`src/design/frf_pkg.sv`:
```
// constants shared by both ends of the flash reset / unique id / table link
// assumes a 10 MHz system clock on each end
package frf_pkg;

    // system clock
    localparam int CLK_NS = 100;

    // reset pin timing, least times round up to whole cycles
    localparam int RESET_LOW_WIDTH_NS = 10000;
    localparam int RESET_LOW_CYC = (RESET_LOW_WIDTH_NS + CLK_NS - 1) / CLK_NS;
    localparam int RESET_HIGH_TO_SELECT_NS = 10000;
    localparam int RESET_HIGH_TO_SELECT_CYC =
        (RESET_HIGH_TO_SELECT_NS + CLK_NS - 1) / CLK_NS;
    localparam int RESET_RECOVERY_NS = 30000;
    localparam int RESET_RECOVERY_CYC =
        (RESET_RECOVERY_NS + CLK_NS - 1) / CLK_NS;
    localparam int RESET_RECOVERY_LONG_MS = 120;
    localparam int RESET_RECOVERY_LONG_CYC =
        RESET_RECOVERY_LONG_MS * (1000000 / CLK_NS);

    // serial clock half period in system cycles (800 ns period)
    localparam int SCLK_HALF_CYC = 4;

    // opcodes
    localparam logic [7:0] READ_PARAM_TABLE_CMD = 8'h5a;
    localparam logic [7:0] READ_UNIQUE_ID_CMD = 8'h4b;

    // header bits sent by the host before data: opcode plus four bytes
    localparam int HDR_BITS = 40;
    localparam int UID_DUMMY_BYTES = 4;
    localparam int ADDR_BYTES = 3;

    // parameter table header contents
    localparam logic [31:0] TBL_SIGNATURE = 32'h50444653;
    localparam logic [7:0] TBL_MINOR_REV = 8'h00;
    localparam logic [7:0] TBL_MAJOR_REV = 8'h01;
    localparam logic [7:0] TBL_HEADER_COUNT = 8'h01;
    localparam logic [7:0] TBL_UNUSED = 8'hff;
    localparam logic [7:0] HDR0_ID = 8'h00;
    localparam logic [7:0] HDR0_LEN_DW = 8'h09;
    localparam logic [7:0] HDR0_TABLE_POINTER = 8'h30;
    localparam logic [7:0] HDR1_LEN_DW = 8'h03;
    localparam logic [7:0] HDR1_TABLE_POINTER = 8'h60;

    // transfer kinds for the host user port
    typedef enum logic {FRF_XFER_UID, FRF_XFER_TABLE} frf_xfer_t;

endpackage : frf_pkg

```
`src/design/frf_link_if.sv`:
```
// serial flash link: reset pin, select, clock, data in and data out
// assumes one host end and one device end joined by the bench
`timescale 1ns/1ps
`default_nettype none
interface frf_link_if;
    logic rst_n;
    logic cs_n;
    logic sclk;
    logic si;
    logic so;
    logic so_oe;
    logic so_line;

    // data out is pulled high while the device does not drive it
    assign so_line = so_oe ? so : 1'b1;

    modport dev (
        input rst_n,
        input cs_n,
        input sclk,
        input si,
        output so,
        output so_oe
    );

    modport host (
        output rst_n,
        output cs_n,
        output sclk,
        output si,
        input so_line
    );
endinterface : frf_link_if
`default_nettype wire

```
`src/design/frf_device.sv`:
```
// device end: reset pin handling, unique id read and parameter table read
// assumes mode 0 framing: clock low at select, data sampled on rising edge
// Contract
// - reset pin low 10 us resets to standby
// - hardware reset restores all volatile bits
// - reset aborts running program or erase
// - data out undriven while reset held
// - host waits 30 us or 120 ms
// - reset high 10 us before select
// - unique id read returns 128-bit identifier
// - table read: 5Ah, address, dummy, data
// - select high ends table read anytime
// - signature, revisions and header count bytes
// - bytes 07h, 0Fh, 17h read FFh
// - first header: id 00, 1.0, 09h, 30h
// - second header: vendor, 1.0, 03h, 60h
`timescale 1ns/1ps
`default_nettype none
module frf_device #(
    parameter logic [127:0] UNIQUE_ID = 128'h0123456789abcdef0f1e2d3c4b5a6978,
    parameter logic [7:0] VENDOR_ID = 8'h3c, // arbitrary value
    parameter int RESET_LOW_CYC = frf_pkg::RESET_LOW_CYC
) (
    input wire logic i_clk,
    input wire logic i_nrst,
    frf_link_if.dev link,
    input wire logic i_pe_busy,
    output logic o_pe_abort,
    output logic o_vol_reset,
    output logic o_in_reset,
    output logic o_busy
);

    initial begin
        if (RESET_LOW_CYC < 1 || RESET_LOW_CYC > 255) begin
            $error("reset low count out of range");
        end
    end

    typedef enum logic [2:0] {
        ST_IDLE, ST_CMD, ST_ADDR, ST_DUMMY, ST_DATA, ST_SKIP
    } frf_dev_st_t;

    typedef struct packed {
        logic [3:0] s1; // first synchroniser stage
        logic [3:0] s2; // second stage: rst_n, cs_n, sclk, si
        logic sck_prev;
        frf_dev_st_t st;
        logic [2:0] bit_cnt;
        logic [1:0] byte_cnt;
        logic [7:0] sh_in;
        logic is_uid;
        logic [23:0] addr;
        logic [1:0][7:0] buf_mem;
        logic buf_wp;
        logic buf_rp;
        logic [1:0] buf_cnt;
        logic [7:0] sh_out;
        logic so;
        logic [7:0] rst_cnt;
        logic pe_abort;
        logic vol_reset;
    } frf_dev_state_t;

    frf_dev_state_t q, d;

    ////////////////////////////////////////////////////////////////////////
    // table and identifier lookup

    function automatic logic [7:0] frf_table_byte(input logic [23:0] a);
        logic [7:0] v;
        v = frf_pkg::TBL_UNUSED;
        if (a[23:5] == 19'h0) begin
            case (a[4:0])
                5'h00: v = frf_pkg::TBL_SIGNATURE[7:0];
                5'h01: v = frf_pkg::TBL_SIGNATURE[15:8];
                5'h02: v = frf_pkg::TBL_SIGNATURE[23:16];
                5'h03: v = frf_pkg::TBL_SIGNATURE[31:24];
                5'h04: v = frf_pkg::TBL_MINOR_REV;
                5'h05: v = frf_pkg::TBL_MAJOR_REV;
                5'h06: v = frf_pkg::TBL_HEADER_COUNT;
                5'h07: v = frf_pkg::TBL_UNUSED;
                5'h08: v = frf_pkg::HDR0_ID;
                5'h09: v = frf_pkg::TBL_MINOR_REV;
                5'h0a: v = frf_pkg::TBL_MAJOR_REV;
                5'h0b: v = frf_pkg::HDR0_LEN_DW;
                5'h0c: v = frf_pkg::HDR0_TABLE_POINTER;
                5'h0d: v = 8'h00;
                5'h0e: v = 8'h00;
                5'h0f: v = frf_pkg::TBL_UNUSED;
                5'h10: v = VENDOR_ID;
                5'h11: v = frf_pkg::TBL_MINOR_REV;
                5'h12: v = frf_pkg::TBL_MAJOR_REV;
                5'h13: v = frf_pkg::HDR1_LEN_DW;
                5'h14: v = frf_pkg::HDR1_TABLE_POINTER;
                5'h15: v = 8'h00;
                5'h16: v = 8'h00;
                5'h17: v = frf_pkg::TBL_UNUSED;
                default: v = frf_pkg::TBL_UNUSED;
            endcase
        end
        // the table bodies beyond the headers live elsewhere and read FFh
        return v;
    endfunction : frf_table_byte

    // identifier goes out most significant byte first, wrapping every 16
    function automatic logic [7:0] frf_uid_byte(input logic [3:0] idx);
        logic [127:0] sh;
        sh = UNIQUE_ID << {idx, 3'b000};
        return sh[127:120];
    endfunction : frf_uid_byte

    ////////////////////////////////////////////////////////////////////////
    // next state

    logic rst_pin;
    logic cs_n;
    logic sck;
    logic si;
    logic sck_rise;
    logic sck_fall;
    logic [7:0] byte_in;

    assign rst_pin = q.s2[3];
    assign cs_n = q.s2[2];
    assign sck = q.s2[1];
    assign si = q.s2[0];
    assign sck_rise = sck && !q.sck_prev;
    assign sck_fall = !sck && q.sck_prev;
    assign byte_in = {q.sh_in[6:0], si};

    always_comb begin
        d = q;
        d.s1 = {link.rst_n, link.cs_n, link.sclk, link.si};
        d.s2 = q.s1;
        d.sck_prev = sck;
        d.pe_abort = 1'b0;
        d.vol_reset = 1'b0;

        if (!rst_pin) begin
            // reset held: link logic parked, output released
            d.st = ST_IDLE;
            d.bit_cnt = 3'h0;
            d.buf_cnt = 2'h0;
            if (q.rst_cnt != 8'(RESET_LOW_CYC)) begin
                d.rst_cnt = q.rst_cnt + 8'h1;
            end
            if (q.rst_cnt == 8'(RESET_LOW_CYC - 1)) begin
                // pulse is long enough: back to standby defaults
                d.vol_reset = 1'b1;
                d.pe_abort = i_pe_busy;
                d.so = 1'b0;
                d.sh_out = 8'h00;
                d.addr = 24'h0;
                d.is_uid = 1'b0;
            end
        end else if (cs_n) begin
            // deselect ends any command at once, even mid byte
            d.rst_cnt = 8'h0;
            d.st = ST_IDLE;
            d.bit_cnt = 3'h0;
            d.buf_cnt = 2'h0;
            d.buf_wp = 1'b0;
            d.buf_rp = 1'b0;
        end else begin
            d.rst_cnt = 8'h0;
            if (q.st == ST_IDLE) begin
                d.st = ST_CMD;
                d.bit_cnt = 3'h0;
                d.byte_cnt = 2'h0;
            end
            // input bits on the rising clock edge
            if (sck_rise && q.st != ST_IDLE && q.st != ST_DATA) begin
                d.sh_in = byte_in;
                d.bit_cnt = q.bit_cnt + 3'h1;
                if (q.bit_cnt == 3'h7) begin
                    d.byte_cnt = q.byte_cnt + 2'h1;
                    case (q.st)
                        ST_CMD: begin
                            d.byte_cnt = 2'h0;
                            if (byte_in == frf_pkg::READ_PARAM_TABLE_CMD) begin
                                d.st = ST_ADDR;
                                d.is_uid = 1'b0;
                            end else if (byte_in == frf_pkg::READ_UNIQUE_ID_CMD)
                            begin
                                d.st = ST_DUMMY;
                                d.is_uid = 1'b1;
                            end else begin
                                d.st = ST_SKIP;
                            end
                        end
                        ST_ADDR: begin
                            d.addr = {q.addr[15:0], byte_in};
                            if (q.byte_cnt == 2'(frf_pkg::ADDR_BYTES - 1)) begin
                                d.st = ST_DUMMY;
                                d.byte_cnt = 2'h0;
                            end
                        end
                        ST_DUMMY: begin
                            if (!q.is_uid || q.byte_cnt ==
                                2'(frf_pkg::UID_DUMMY_BYTES - 1)) begin
                                d.st = ST_DATA;
                                if (q.is_uid) begin
                                    d.addr = 24'h0;
                                end
                                d.buf_cnt = 2'h0;
                                d.buf_wp = 1'b0;
                                d.buf_rp = 1'b0;
                            end
                        end
                        default: d.st = q.st;
                    endcase
                end
            end
            // output bits change on the falling clock edge
            if (sck_fall && q.st == ST_DATA) begin
                d.bit_cnt = q.bit_cnt + 3'h1;
                if (q.bit_cnt == 3'h0) begin
                    // an empty buffer cannot occur at this clock rate
                    if (q.buf_cnt != 2'h0) begin
                        d.so = q.buf_mem[q.buf_rp][7];
                        d.sh_out = {q.buf_mem[q.buf_rp][6:0], 1'b0};
                        d.buf_rp = !q.buf_rp;
                        d.buf_cnt = q.buf_cnt - 2'h1;
                    end else begin
                        d.so = 1'b1;
                        d.sh_out = 8'hfe;
                    end
                end else begin
                    d.so = q.sh_out[7];
                    d.sh_out = {q.sh_out[6:0], 1'b0};
                end
            end
            // byte source fills the two-entry buffer while it has room
            if (q.st == ST_DATA && d.buf_cnt != 2'h2) begin
                d.buf_mem[q.buf_wp] = q.is_uid ? frf_uid_byte(q.addr[3:0])
                                              : frf_table_byte(q.addr);
                d.buf_wp = !q.buf_wp;
                d.buf_cnt = d.buf_cnt + 2'h1;
                d.addr = q.addr + 24'h1;
            end
        end
    end

    ////////////////////////////////////////////////////////////////////////
    // state register

    always_ff @(posedge i_clk or negedge i_nrst) begin
        if (!i_nrst) begin
            q <= '0;
            // idle pin levels, so no false clock edge follows reset
            q.s1 <= 4'hc;
            q.s2 <= 4'hc;
            q.st <= ST_IDLE;
        end else begin
            q <= d;
        end
    end

    ////////////////////////////////////////////////////////////////////////
    // outputs

    // drive only during data out with reset high and select low
    assign link.so = q.so;
    assign link.so_oe = (q.st == ST_DATA) && !cs_n && rst_pin;
    assign o_pe_abort = q.pe_abort;
    assign o_vol_reset = q.vol_reset;
    assign o_in_reset = !rst_pin;
    assign o_busy = q.st != ST_IDLE;

endmodule : frf_device
`default_nettype wire

```
`src/flat_wrapper.sv`:
```
// flat-port wrapper written by rule: the top's interface ports become plain ports
module frf_device_flat 
#(
    parameter logic [127:0] UNIQUE_ID = 128'h0123456789abcdef0f1e2d3c4b5a6978,
    parameter logic [7:0] VENDOR_ID = 8'h3c,                   
    parameter int RESET_LOW_CYC = frf_pkg::RESET_LOW_CYC
)
  (i_clk, i_nrst, i_pe_busy, o_pe_abort, o_vol_reset, o_in_reset, o_busy, link_rst_n, link_cs_n, link_sclk, link_si, link_so, link_so_oe);
  frf_link_if link_i ();
  input wire logic i_clk;
  input wire logic i_nrst;
  input wire logic i_pe_busy;
  output logic o_pe_abort;
  output logic o_vol_reset;
  output logic o_in_reset;
  output logic o_busy;
  input wire logic [$bits(link_i.rst_n)-1:0] link_rst_n;
  input wire logic [$bits(link_i.cs_n)-1:0] link_cs_n;
  input wire logic [$bits(link_i.sclk)-1:0] link_sclk;
  input wire logic [$bits(link_i.si)-1:0] link_si;
  output wire logic [$bits(link_i.so)-1:0] link_so;
  output wire logic [$bits(link_i.so_oe)-1:0] link_so_oe;
  assign link_i.rst_n = link_rst_n;
  assign link_i.cs_n = link_cs_n;
  assign link_i.sclk = link_sclk;
  assign link_i.si = link_si;
  assign link_so = link_i.so;
  assign link_so_oe = link_i.so_oe;
  frf_device #(.UNIQUE_ID(UNIQUE_ID), .VENDOR_ID(VENDOR_ID), .RESET_LOW_CYC(RESET_LOW_CYC)) u_core (.i_clk(i_clk), .i_nrst(i_nrst), .link(link_i), .i_pe_busy(i_pe_busy), .o_pe_abort(o_pe_abort), .o_vol_reset(o_vol_reset), .o_in_reset(o_in_reset), .o_busy(o_busy));
endmodule
```
`config.mk`:
```
export PLATFORM = sky130hd
export DESIGN_NAME = frf_device_flat
export DESIGN_NICKNAME = d
export VERILOG_FILES = /design/src/design/frf_pkg.sv /design/src/design/frf_link_if.sv /design/src/design/frf_device.sv /design/src/flat_wrapper.sv
export SDC_FILE = /design/constraint.sdc
export NUM_CORES = 1
export LEC_CHECK = 0
export BUFFER_PORTS_ARGS = -buffer_cell sky130_fd_sc_hd__buf_4
export CORE_AREA = 2 2 105 107
export CTS_BUF_LIST = sky130_fd_sc_hd__clkbuf_4 sky130_fd_sc_hd__clkbuf_8
export CTS_CLUSTER_DIAMETER = 200
export DETAILED_ROUTE_END_ITERATION = 10
export DIE_AREA = 0 0 107 109
export GPL_ROUTABILITY_DRIVEN = 0
export GPL_TIMING_DRIVEN = 0
export PLACE_DENSITY = 0.67
export SYNTH_ARGS = -nofsm -noshare
export SYNTH_HDL_FRONTEND = slang
export SYNTH_SLANG_ARGS = --single-unit
export TNS_END_PERCENT = 30
```
`constraint.sdc`:
```
create_clock -name i_clk -period 3 [get_ports i_clk]
set_input_delay 0 -clock i_clk [delete_from_list [all_inputs] [get_ports i_clk]]
set_output_delay 0 -clock i_clk [all_outputs]
set_load 0.01 [all_outputs]
```
==> metrics.csv, run 1 <==
stage;metric;value;unit
floorplan;Die Ht;109;um
timing;Hold Vio Cnt, Final;0;
global_routing;Tot GR Track Use;24.5;%
logic_synthesis;Mean Syn Cell Area;9.14;sq um
global_routing;vias in the first global route;4534;
timing;RSZ-0062 raised after global routing;yes;
drt;drt total wl;14200;um
logic_synthesis;count of cell types in the netlist;65;
timing;setup ws final;-211;ps
timing;Max-slew headroom;27.1;%
finish;Reg area;2180;sq um
timing;Fin Setup TNS;-3720;ps
power;Worst IR Drop VDD;0.349;mV
place;Post-Place Cell Area;5430;sq um
place;dpl hpwl;9130;um
critical_path;CP Launch Type;flop;
status;status;finished, violations left;
timing;Setup-failing EPs final;37;
floorplan;Rows;38;
drt;wire length per cell;18.7;um
logic_synthesis;Syn Nets;581;
finish;most frequent cells in the layout;dfrtp_1 (83), nand2_1 (42), a21oi_1 (40), buf_4 (39), nor2_1 (37);
floorplan;IO Pins;13;
clock_tree;clk slew on worst S/H paths;110;ps
drt;drt first-iter violations;604;
critical_path;CP max-delay cell;or4b_4;
global_routing;initial antenna violation count;0;
finish;Area growth syn-to-layout;20.7;%
drt;drt drc;0;
finish;commonest non-fill, non-tap cell in the layout;dfrtp_1;
drt;remaining antenna violation count;0;
clock_tree;CTS Root Cell;clkbuf_8;
logic_synthesis;Cells after Synth;559;
timing;Clock Skew;20.2;ps
logic_synthesis;synthesized area;5110;sq um
finish;multi-input logic area;2900;sq um
place;port bufs;12;
clock_tree;CTS tree;yes;
clock_tree;worst-case clock buffer depth;2;
logic_synthesis;asr flop ratio synth;100;%
clock_tree;Clk Latency, worst-skew pair;380;ps
critical_path;CP Capture Type;flop;
timing;fin crit share;107;%
power;P per Cell Area;392;nW/um^2
floorplan;die area;11700;sq um
floorplan;Die X;107;um
logic_synthesis;FF+latch count, synth;87;
finish;fill count;924;
hold_path;Hold Crit Class;input port to flop;
logic_synthesis;number of enable flip-flop cells after synthesis;0;
power;Leak;2.62;nW
finish;Design Area, Final;6170;sq um
global_routing;first-pass GRT wire length;22700;um
timing;min cycle time layout;3210;ps
drt;drt via density;6.36;
critical_path;maximum fanout along the worst path;5;
global_routing;GRT overflow;0;
finish;Antenna Cells;0;
critical_path;Largest stage delay, worst path;570;ps
drt;Vias;4834;
critical_path;WP data arrival;3480;ps
floorplan;Core ar.;10600;sq um
global_routing;maximum number of pins on one net before global-route repair;88;
run;Max-Cap Viols;0;
timing;slew at the pin closest to its max-slew limit;1090;ps
status;failing checks;setup timing;
critical_path;critical-path cell list;ha_2, ha_4, nand4b_1, nor3_4, o31a_1, ha_2, or4b_4, buf_6, nor2_4, buf_6, a21o_1, nand2_1, o32ai_2;
clock_tree;clock sinks;87;
logic_synthesis;sequential share of the synthesized area;42.7;%
clock_tree;CTS H-tree depth;3;
logic_synthesis;ys flop type;dfrtp_1;
critical_path;Setup CP Type;flop to flop;
floorplan;Starting Density;48.2;%
finish;fin cells;760;
timing;Max Fclk;0.311;GHz
finish;Final nets;637;
drt;drt first pass iters;5;
critical_path;worst path required time;3270;ps
logic_synthesis;Syn. warnings;0;
clock_tree;CTS Buf Count;9;
place;# placed instances;711;
timing;Max Transition Viols Final;0;
finish;layout cells sized above 1;23.1;%
-- state kept, by name, indices dropped and copies added, names as in the netlist --
signal,cells
u_core.q,70
u_core.byte_in,8
u_core.d,5
u_core.cs_n,1
u_core.link.so,1
u_core.o_pe_abort,1
u_core.o_vol_reset,1
-- cells by family (layout without fill, tap and decap cells) --
| group | after synthesis | count (layout) | share of synthesized area, % |
|---|---|---|---|
| buf+inv | 58 | 119 | 4.82 |
| compound gates | 178 | 178 | 23.1 |
| xor+xnor | 8 | 8 | 1.37 |
| mux | 22 | 22 | 4.80 |
| fa+ha+maj | 15 | 15 | 3.67 |
| flops | 87 | 87 | 42.7 |
| simple gates | 191 | 191 | 19.5 |
-- synthesized netlist by cell type, types with 7 or more instances --
| cell | number | share of area (%) |
|---|---|---|
| nand2_1 | 45 | 3.3 |
| a31oi_1 | 27 | 3.3 |
| nor3_1 | 32 | 3.1 |
| a21oi_1 | 41 | 4.0 |
| nor2_1 | 37 | 2.7 |
| dfrtp_1 | 83 | 41 |
| nand2b_1 | 11 | 1.3 |
| nand3_1 | 10 | 0.98 |
| and3_1 | 8 | 0.98 |
| buf_2 | 11 | 1.1 |
| nor2b_1 | 7 | 0.86 |
| o21ai_0 | 28 | 2.7 |
| clkbuf_1 | 25 | 1.8 |
| mux2_2 | 20 | 4.4 |
| o22ai_1 | 10 | 1.2 |
| o22a_1 | 18 | 3.1 |
| inv_1 | 18 | 1.3 |
| nor4_1 | 9 | 1.1 |
| ha_1 | 15 | 3.7 |
-- power by group --
part / switching (mW) / total, mW / internal, mW
clock network: 0.487 / 0.814 / 0.327
registers: 0.0758 / 1.31 / 1.23
logic: 0.179 / 0.299 / 0.120
-- worst paths after layout --
path / end / slack (ps) / from / cells past startpoint
worst min-delay path: u_core.d[83] / 270 / link_cs_n / 2
worst max register to register: u_core.q[57] / -210 / u_core.q[74] / 13
max in group asynchronous: u_core.q[61] / 1930 / i_nrst / 2
worst max-delay path: u_core.q[57] / -210 / u_core.q[74] / 13
min in group asynchronous: u_core.q[7] / 370 / i_nrst / 2
worst min register to register: u_core.byte_in[0] / 350 / u_core.d[81] / 0
-- stage by stage --
stage / power [mW] / hold slack (ps) / util [%] / worst slack (ps)
4_1_cts: 2.40 / 250 / 56.1 / -154
3_3_place_gp: 1.58 / 109 / 51.2 / -555
6_report: 2.42 / 269 / 58.2 / -211
2_1_floorplan: 1.48 / -296 / - / -11.3
3_5_place_dp: 1.59 / 110 / 51.2 / -581
5_1_grt: 2.51 / 257 / 58.2 / -295
-- cell type report --
type	instances	area share, %
Buffer	34	3.57
Clock buffer	10	2.13
Clock inverter	6	0.852
Inverter	18	1.10
Multi-Input combinational cell	414	47.0
Sequential cell	87	35.4
Tap cell	140	2.84
Timing Repair Buffer	51	7.08
-- worst max-delay path: cells and delay by family, from the launching register on --
kind            cells  cell delay (ps)
compound gates      3              700
fa+ha+maj           3              560
buf+inv             2              300
flops               1              430
simple gates        5             1110
-- per-layer routing --
layer	vias up	wire length (um)	GRT usage (%)	part of all wire (%)
li1	2193	-	-	-
met1	2326	6050	33.9	42
met2	256	6620	38.1	46
met3	59	1050	4.18	7.4
met4	0	526	10.5	3.7
met5	-	0	0	0
-- what timing repair did --
item | CTS | global route
endpoints found under the setup margin | 42 | 42
setup buffers | 18 | 13
cloned | 3 | 0
pin swaps | 11 | 23
gates resized for setup | 31 | 46
endpoints found under the hold margin | 88 | 0
hold buffers | 6 | 0
(Power assumes the default switching activity.)
==> run 2, diff against run 1 <==
--- a/config.mk
+++ b/config.mk
@@ -5,7 +5,7 @@
 export SDC_FILE = /design/constraint.sdc
 export NUM_CORES = 1
 export LEC_CHECK = 0
-export BUFFER_PORTS_ARGS = -buffer_cell sky130_fd_sc_hd__buf_4
+export BUFFER_PORTS_ARGS = -buffer_cell sky130_fd_sc_hd__buf_2
 export CORE_AREA = 2 2 105 107
 export CTS_BUF_LIST = sky130_fd_sc_hd__clkbuf_4 sky130_fd_sc_hd__clkbuf_8
 export CTS_CLUSTER_DIAMETER = 200
@@ -14,6 +14,7 @@
 export GPL_ROUTABILITY_DRIVEN = 0
 export GPL_TIMING_DRIVEN = 0
 export PLACE_DENSITY = 0.67
+export SLEW_MARGIN = 15
 export SYNTH_ARGS = -nofsm -noshare
 export SYNTH_HDL_FRONTEND = slang
 export SYNTH_SLANG_ARGS = --single-unit
==> run 2 against run 1 <==
Against the previous run:
- the flow still finishes with violations (setup timing)
- critical endpoint is now u_core.q[37]
- total power rose by 2.7%
- sequential share of layout area grew 0.36 points
- sequential power is essentially flat
- combinational power is 3% lower
- final cell count fell by 0.66%
- setup slack better by 130 ps
- count of clock-buffer cells in the layout unchanged
- core utilization is 0.55 points lower
- clock skew down 6.4 ps
- worst hold slack lost 160 ps
- sequential cell count unchanged
- largest cell class unchanged
==> metrics.csv, run 2 (same netlist as run 1, synthesis figures left out) <==
stage;metric;value;unit;change
critical_path;CP max-delay cell;or4b_4;;unchanged
critical_path;WP data arrival;3360;ps;was 3480 ps
floorplan;Die X;107;um;unchanged
finish;Area growth syn-to-layout;19.5;%;was 20.7%
timing;Max-slew headroom;32.5;%;was 27.1%
finish;commonest non-fill, non-tap cell in the layout;dfrtp_1;;unchanged
global_routing;maximum number of pins on one net before global-route repair;55;;was 88
place;port bufs;12;;unchanged
timing;fin crit share;103;%;was 107%
critical_path;R2R Setup Slk;-80;ps;was -210 ps
global_routing;met1 usage;34.6;%;was 33.9%
critical_path;Largest stage delay, worst path;510;ps;was 570 ps
drt;drt total wl;13900;um;was 14200 um
floorplan;IO Pins;13;;unchanged
drt;remaining antenna violation count;0;;unchanged
power;Leak;2.63;nW;was 2.62 nW
finish;layout cells sized above 1;22.4;%;was 23.1%
floorplan;Rows;38;;unchanged
floorplan;Starting Density;48.2;%;unchanged
drt;drt via density;6.21;;was 6.36
power;post-layout total power;2.49;mW;was 2.42 mW
finish;fill count;927;;was 924
finish;Reg area;2180;sq um;about the same
global_routing;GRT overflow;0;;unchanged
finish;multi-input logic area;2890;sq um;was 2900 sq um
critical_path;r2r startpoint;u_core.q[75];;was u_core.q[74]
critical_path;Critical Path Source;u_core.q[75];;was u_core.q[74]
global_routing;met3 usage;5.26;%;was 4.18%
place;dpl hpwl;9260;um;was 9130 um
clock_tree;CTS Root Cell;clkbuf_8;;unchanged
critical_path;CP Capture Type;flop;;unchanged
clock_tree;clk slew on worst S/H paths;100;ps;was 110 ps
drt;drt drc;0;;unchanged
critical_path;maximum fanout along the worst path;10;;was 5
finish;Final nets;632;;was 637
critical_path;Crit Reg-Reg Endpoint;u_core.q[37];;was u_core.q[57]
clock_tree;CTS Buf Count;9;;unchanged
clock_tree;worst-case clock buffer depth;2;;unchanged
global_routing;met2 usage;39.8;%;was 38.1%
clock_tree;CTS tree;yes;;unchanged
critical_path;worst path required time;3270;ps;about the same
timing;slew at the pin closest to its max-slew limit;1000;ps;was 1090 ps
clock_tree;Clk Latency, worst-skew pair;380;ps;about the same
timing;setup ws final;-84.9;ps;was -211 ps
timing;RSZ-0062 raised after global routing;yes;;unchanged
finish;Antenna Cells;0;;unchanged
global_routing;GR peak layer;met2;;unchanged
power;Worst IR Drop VDD;0.338;mV;was 0.349 mV
critical_path;critical-path cell list;buf_4, inv_1, ha_4, nor2b_4, and3_4, o31a_1, ha_2, or4b_4, buf_8, nor2_4, nand2_4, buf_6, mux2_2;;was ha_2, ha_4, nand4b_1, nor3_4, o31a_1, ha_2, or4b_4, buf_6, nor2_4, buf_6, a21o_1, nand2_1, o32ai_2
power;P per Cell Area;407;nW/um^2;was 392 nW/um^2
critical_path;CP Launch Type;flop;;unchanged
global_routing;Tot GR Track Use;25.2;%;was 24.5%
status;failing checks;setup timing;;unchanged
timing;Max Transition Viols Final;0;;unchanged
global_routing;first-pass GRT wire length;23200;um;was 22700 um
finish;Biggest register;u_core.q;;unchanged
timing;Clock Skew;13.9;ps;was 20.2 ps
status;status;finished, violations left;;unchanged
critical_path;Setup CP Type;flop to flop;;unchanged
floorplan;Core ar.;10600;sq um;unchanged
drt;wire length per cell;18.4;um;was 18.7 um
clock_tree;clock sinks;87;;unchanged
finish;max reg flops;70;;unchanged
timing;Hold Vio Cnt, Final;0;;unchanged
hold_path;Hold Crit Class;input port to asynchronous set/reset pin;;was input port to flop
run;Max-Cap Viols;0;;unchanged
floorplan;Die Ht;109;um;unchanged
global_routing;vias in the first global route;4619;;was 4534
critical_path;end of the critical path;u_core.q[37];;was u_core.q[57]
global_routing;initial antenna violation count;0;;unchanged
drt;drt first pass iters;7;;was 5
timing;Fin Setup TNS;-1080;ps;was -3720 ps
timing;Setup-failing EPs final;25;;was 37
clock_tree;CTS H-tree depth;3;;unchanged
timing;min cycle time layout;3080;ps;was 3210 ps
timing;Max Fclk;0.324;GHz;was 0.311 GHz
floorplan;die area;11700;sq um;unchanged
drt;drt first-iter violations;343;;was 604
critical_path;worst reg2reg path depth;13;;unchanged
finish;most frequent cells in the layout;dfrtp_1 (82), nand2_1 (39), nor2_1 (37), a21oi_1 (37), nor3_1 (31);;was dfrtp_1 (83), nand2_1 (42), a21oi_1 (40), buf_4 (39), nor2_1 (37)
drt;Vias;4689;;was 4834
run 2: cell count changes in the layout (fill, tap and decap cells not counted), sizes merged:
cell and delta:
buf -9, clkbuf +4, bufinv +1, inv -1
run 2: worst min-delay path by stage:
| stage | from | endpoint | slack (ps) | cells after the start |
|---|---|---|---|---|
| 2_1_floorplan | i_nrst | u_core.byte_in[0] | -300 | 0 |
| 3_3_place_gp | link_rst_n | u_core.d[84] | 110 | 1 |
| 3_5_place_dp | i_nrst | u_core.q[8] | -10 | 1 |
| 4_1_cts | i_nrst | u_core.q[8] | 120 | 2 |
| 5_1_grt | i_nrst | u_core.q[8] | 150 | 2 |
| 6_report | i_nrst | u_core.q[8] | 110 | 2 |
run 2: layout make-up:
type                    count  share of cell area (%)
clock inverters             6                    1.27
clock buffers              10                    2.15
plain buffers              35                    3.50
well taps                 140                    2.87
inverters                  18                    1.11
repair buffers             45                    6.02
flip-flops and latches     87                    35.8
multi-input cells         414                    47.3
run 2: routing by layer:
metal,vias up,share of wire (%)
li1,2181,-
met1,2271,45
met2,201,46
met3,36,6.6
met4,0,2.1
met5,-,0
run 2: power breakdown:
group	internal, mW	switching, mW
Clock	0.411	0.481
Combinational	0.113	0.177
Sequential	1.23	0.0732
Total	1.76	0.731
run 2: critical path: cells and delay by family (launching register included):
kind                     cells  cell delay [ps]
flip-flops                   1              380
adder cells (fa/ha/maj)      2              360
AND/OR/NAND/NOR              5             1160
multiplexers                 1              260
buffers and inverters        4              500
AO/OA/AOI/OAI                1              320
run 2: timing repair:
item                       4_1_cts  5_1_grt
setup endpoints to repair       42       42
cloned                           3        1
buffers inserted                17        5
hold buffers                     6        0
resized for setup               32       30
hold endpoints to repair        59        0
pin swaps                       11       19
run 2: through the flow:
step	instance area [sq um]	util (%)	setup WS, ps	instances	hold slack, ps
4_1_cts	5940	56.0	-123	751	118
2_1_floorplan	5160	-	-11.3	559	-296
3_3_place_gp	5400	50.9	-562	711	106
6_report	6110	57.6	-84.9	755	110
5_1_grt	6110	57.6	-164	755	149
3_5_place_dp	5430	51.2	-597	712	-13.4
==> run 3, diff against run 2 <==
--- a/config.mk
+++ b/config.mk
@@ -13,7 +13,8 @@
 export DIE_AREA = 0 0 107 109
 export GPL_ROUTABILITY_DRIVEN = 0
 export GPL_TIMING_DRIVEN = 0
-export PLACE_DENSITY = 0.67
+export PLACE_DENSITY = 0.65
+export REMOVE_ABC_BUFFERS = 1
 export SLEW_MARGIN = 15
 export SYNTH_ARGS = -nofsm -noshare
 export SYNTH_HDL_FRONTEND = slang
==> constraint.sdc (replaced) <==
create_clock -name i_clk -period 3.2 [get_ports i_clk]
set_input_delay 0 -clock i_clk [delete_from_list [all_inputs] [get_ports i_clk]]
set_output_delay 0 -clock i_clk [all_outputs]
set_load 0.01 [all_outputs]
==> run 3 against run 2 <==
Against the previous run:
- critical path type unchanged
- highest routed layer unchanged
- sequential share of layout area is 1.6 points higher
- the flow now finishes without violations
- combinational power shrank 25%
- maximum frequency decreased by 0.52%
- count of clock-buffer cells in the layout down 1
- setup slack better by 180 ps
- critical endpoint is now u_core.q[47]
- global-route usage fell by 1.5 points
- worst hold slack better by 5.9 ps
- sequential power decreased by 3%
- die area stayed put
- clock skew fell by 4.7 ps
- sequential cell count did not move
- via count shrank 3.7%
==> metrics.csv, run 3 (same netlist as run 1, synthesis figures left out) <==
stage;metric;value;unit;change
finish;commonest non-fill, non-tap cell in the layout;dfrtp_1;;unchanged
timing;worst hold margin;116;ps;was 110 ps
global_routing;initial antenna violation count;0;;unchanged
floorplan;die area;11700;sq um;unchanged
critical_path;worst path required time;3510;ps;was 3270 ps
finish;fin cells;722;;was 755
power;sequential group share of total power;54.5;%;was 52.5%
floorplan;Rows;38;;unchanged
drt;drt first-iter violations;390;;was 343
finish;Final nets;600;;was 632
finish;final core occ;55.3;%;was 57.6%
finish;layout cells sized above 1;19.2;%;was 22.4%
clock_tree;CTS H-tree depth;3;;unchanged
critical_path;CP Launch Type;flop;;unchanged
power;Switching Share;26.9;%;was 29.4%
place;port bufs;12;;unchanged
power;Psw;0.619;mW;was 0.731 mW
critical_path;CP Capture Type;flop;;unchanged
drt;wire length per cell;18.0;um;was 18.4 um
power;clock power share;36.0;%;was 35.9%
clock_tree;clk slew on worst S/H paths;90;ps;was 100 ps
floorplan;Die X;107;um;unchanged
power;post-layout total power;2.30;mW;was 2.49 mW
run;Max-Cap Viols;0;;unchanged
clock_tree;Clk Latency, worst-skew pair;370;ps;was 380 ps
global_routing;Tot GR Track Use;23.7;%;was 25.2%
place;# placed instances;676;;was 712
timing;Clock Skew;9.23;ps;was 13.9 ps
power;P per Cell Area;393;nW/um^2;was 407 nW/um^2
floorplan;Die Ht;109;um;unchanged
critical_path;maximum fanout along the worst path;6;;was 10
floorplan;IO Pins;13;;unchanged
drt;Vias;4515;;was 4689
floorplan;Core ar.;10600;sq um;unchanged
drt;drt first pass iters;6;;was 7
drt;drt total wl;13000;um;was 13900 um
finish;Biggest register;u_core.q;;unchanged
global_routing;maximum number of pins on one net before global-route repair;53;;was 55
drt;remaining antenna violation count;0;;unchanged
global_routing;vias in the first global route;4367;;was 4619
clock_tree;clock sinks;87;;unchanged
drt;drt via density;6.25;;was 6.21
finish;Area growth syn-to-layout;14.7;%;was 19.5%
timing;Hold Vio Cnt, Final;0;;unchanged
timing;min cycle time layout;3100;ps;was 3080 ps
floorplan;Starting Density;48.2;%;unchanged
finish;most frequent cells in the layout;dfrtp_1 (80), nand2_1 (44), a21oi_1 (41), nor2_1 (36), nor3_1 (30);;was dfrtp_1 (82), nand2_1 (39), nor2_1 (37), a21oi_1 (37), nor3_1 (31)
place;Setup WS pre-CTS;-1860;ps;was -597 ps
critical_path;R2R Setup Slk;100;ps;was -80 ps
finish;max reg flops;70;;unchanged
power;Leak;2.51;nW;was 2.63 nW
global_routing;GRT overflow;0;;unchanged
finish;Antenna Cells;0;;unchanged
clock_tree;worst-case clock buffer depth;2;;unchanged
timing;Fin Setup TNS;0;ps;was -1080 ps
power;Int Power;1.69;mW;was 1.76 mW
timing;fin crit share;96.9;%;was 103%
timing;Setup-failing EPs final;0;;was 25
timing;slew at the pin closest to its max-slew limit;893;ps;was 1000 ps
clock_tree;CTS Buf Count;9;;unchanged
critical_path;WP data arrival;3410;ps;was 3360 ps
clock_tree;CTS Root Cell;clkbuf_8;;unchanged
drt;drt drc;0;;unchanged
status;status;complete, no violations;;was finished, violations left
hold_path;Hold Crit Class;input port to asynchronous set/reset pin;;unchanged
timing;Max Fclk;0.322;GHz;was 0.324 GHz
finish;Design Area, Final;5860;sq um;was 6110 sq um
place;Post-Place Cell Area;5260;sq um;was 5430 sq um
timing;setup ws final;99.0;ps;was -84.9 ps
clock_tree;CTS tree;yes;;unchanged
timing;Max-slew headroom;40.0;%;was 32.5%
global_routing;first-pass GRT wire length;21800;um;was 23200 um
critical_path;Setup CP Type;flop to flop;;unchanged
power;Comb power frac;9.5;%;was 11.6%
place;dpl hpwl;8190;um;was 9260 um
timing;Max Transition Viols Final;0;;unchanged
power;Worst IR Drop VDD;0.321;mV;was 0.338 mV
run 3: changes by cell type in the layout (fill, tap and decap cells not counted), sizes merged:
cell and delta:
buf -12, bufinv +1, clkbuf -24, clkinv +2
inv -3, nor2 +1, or4b +2
run 3: metal layers:
metal / wire length, um / track usage (%)
met5: 0 / 0
met3: 799 / 4.12
met4: 281 / 11.7
met2: 5910 / 35.5
met1: 6020 / 33.3
run 3: power by group through the flow:
stage	clock [mW]	sequential, mW	combinational [mW]
floorplan	0	1.24	0.138
global placement	0	1.27	0.190
detailed placement	0	1.27	0.205
CTS	0.852	1.25	0.215
global route	0.901	1.27	0.243
finish	0.830	1.26	0.218
run 3: worst max-delay path, stage by stage, from the launching register on:
cell and delay (ps):
dfrtp_1 440, ha_1 250, nor2b_1 290, nor3_4 100, o31a_1 300, ha_4 210
or4b_4 590, buf_4 190, nor2_4 140, buf_4 150, a21oi_1 30, a31oi_1 170
o22a_1 170
run 3: repair_timing:
item | CTS | global route
hold buffers | 6 | 0
pin swaps | 7 | 9
resized for setup | 26 | 6
gates cloned | 3 | 0
hold endpoints to repair | 61 | 0
endpoints found under the setup margin | 43 | 38
buffers inserted | 11 | 11
run 3: area by class of cell:
class | count | area, sq um
timing repair buffer | 45 | 363
sequential | 87 | 2190
clock inverter | 6 | 86.3
multi-input combinational | 417 | 2860
fill | 944 | 4740
inverter | 18 | 67.6
tap | 140 | 175
clock buffer | 9 | 124
run 3: path summary, 6_finish.rpt:
check,startpoint,cells past startpoint,endpoint
max,u_core.q[72],12,u_core.q[47]
min,i_nrst,2,u_core.q[5]
max reg2reg,u_core.q[72],12,u_core.q[47]
min reg2reg,u_core.d[82],0,u_core.d[80]
max in group asynchronous,i_nrst,3,u_core.q[45]
min in group i_clk,link_si,2,u_core.d[81]
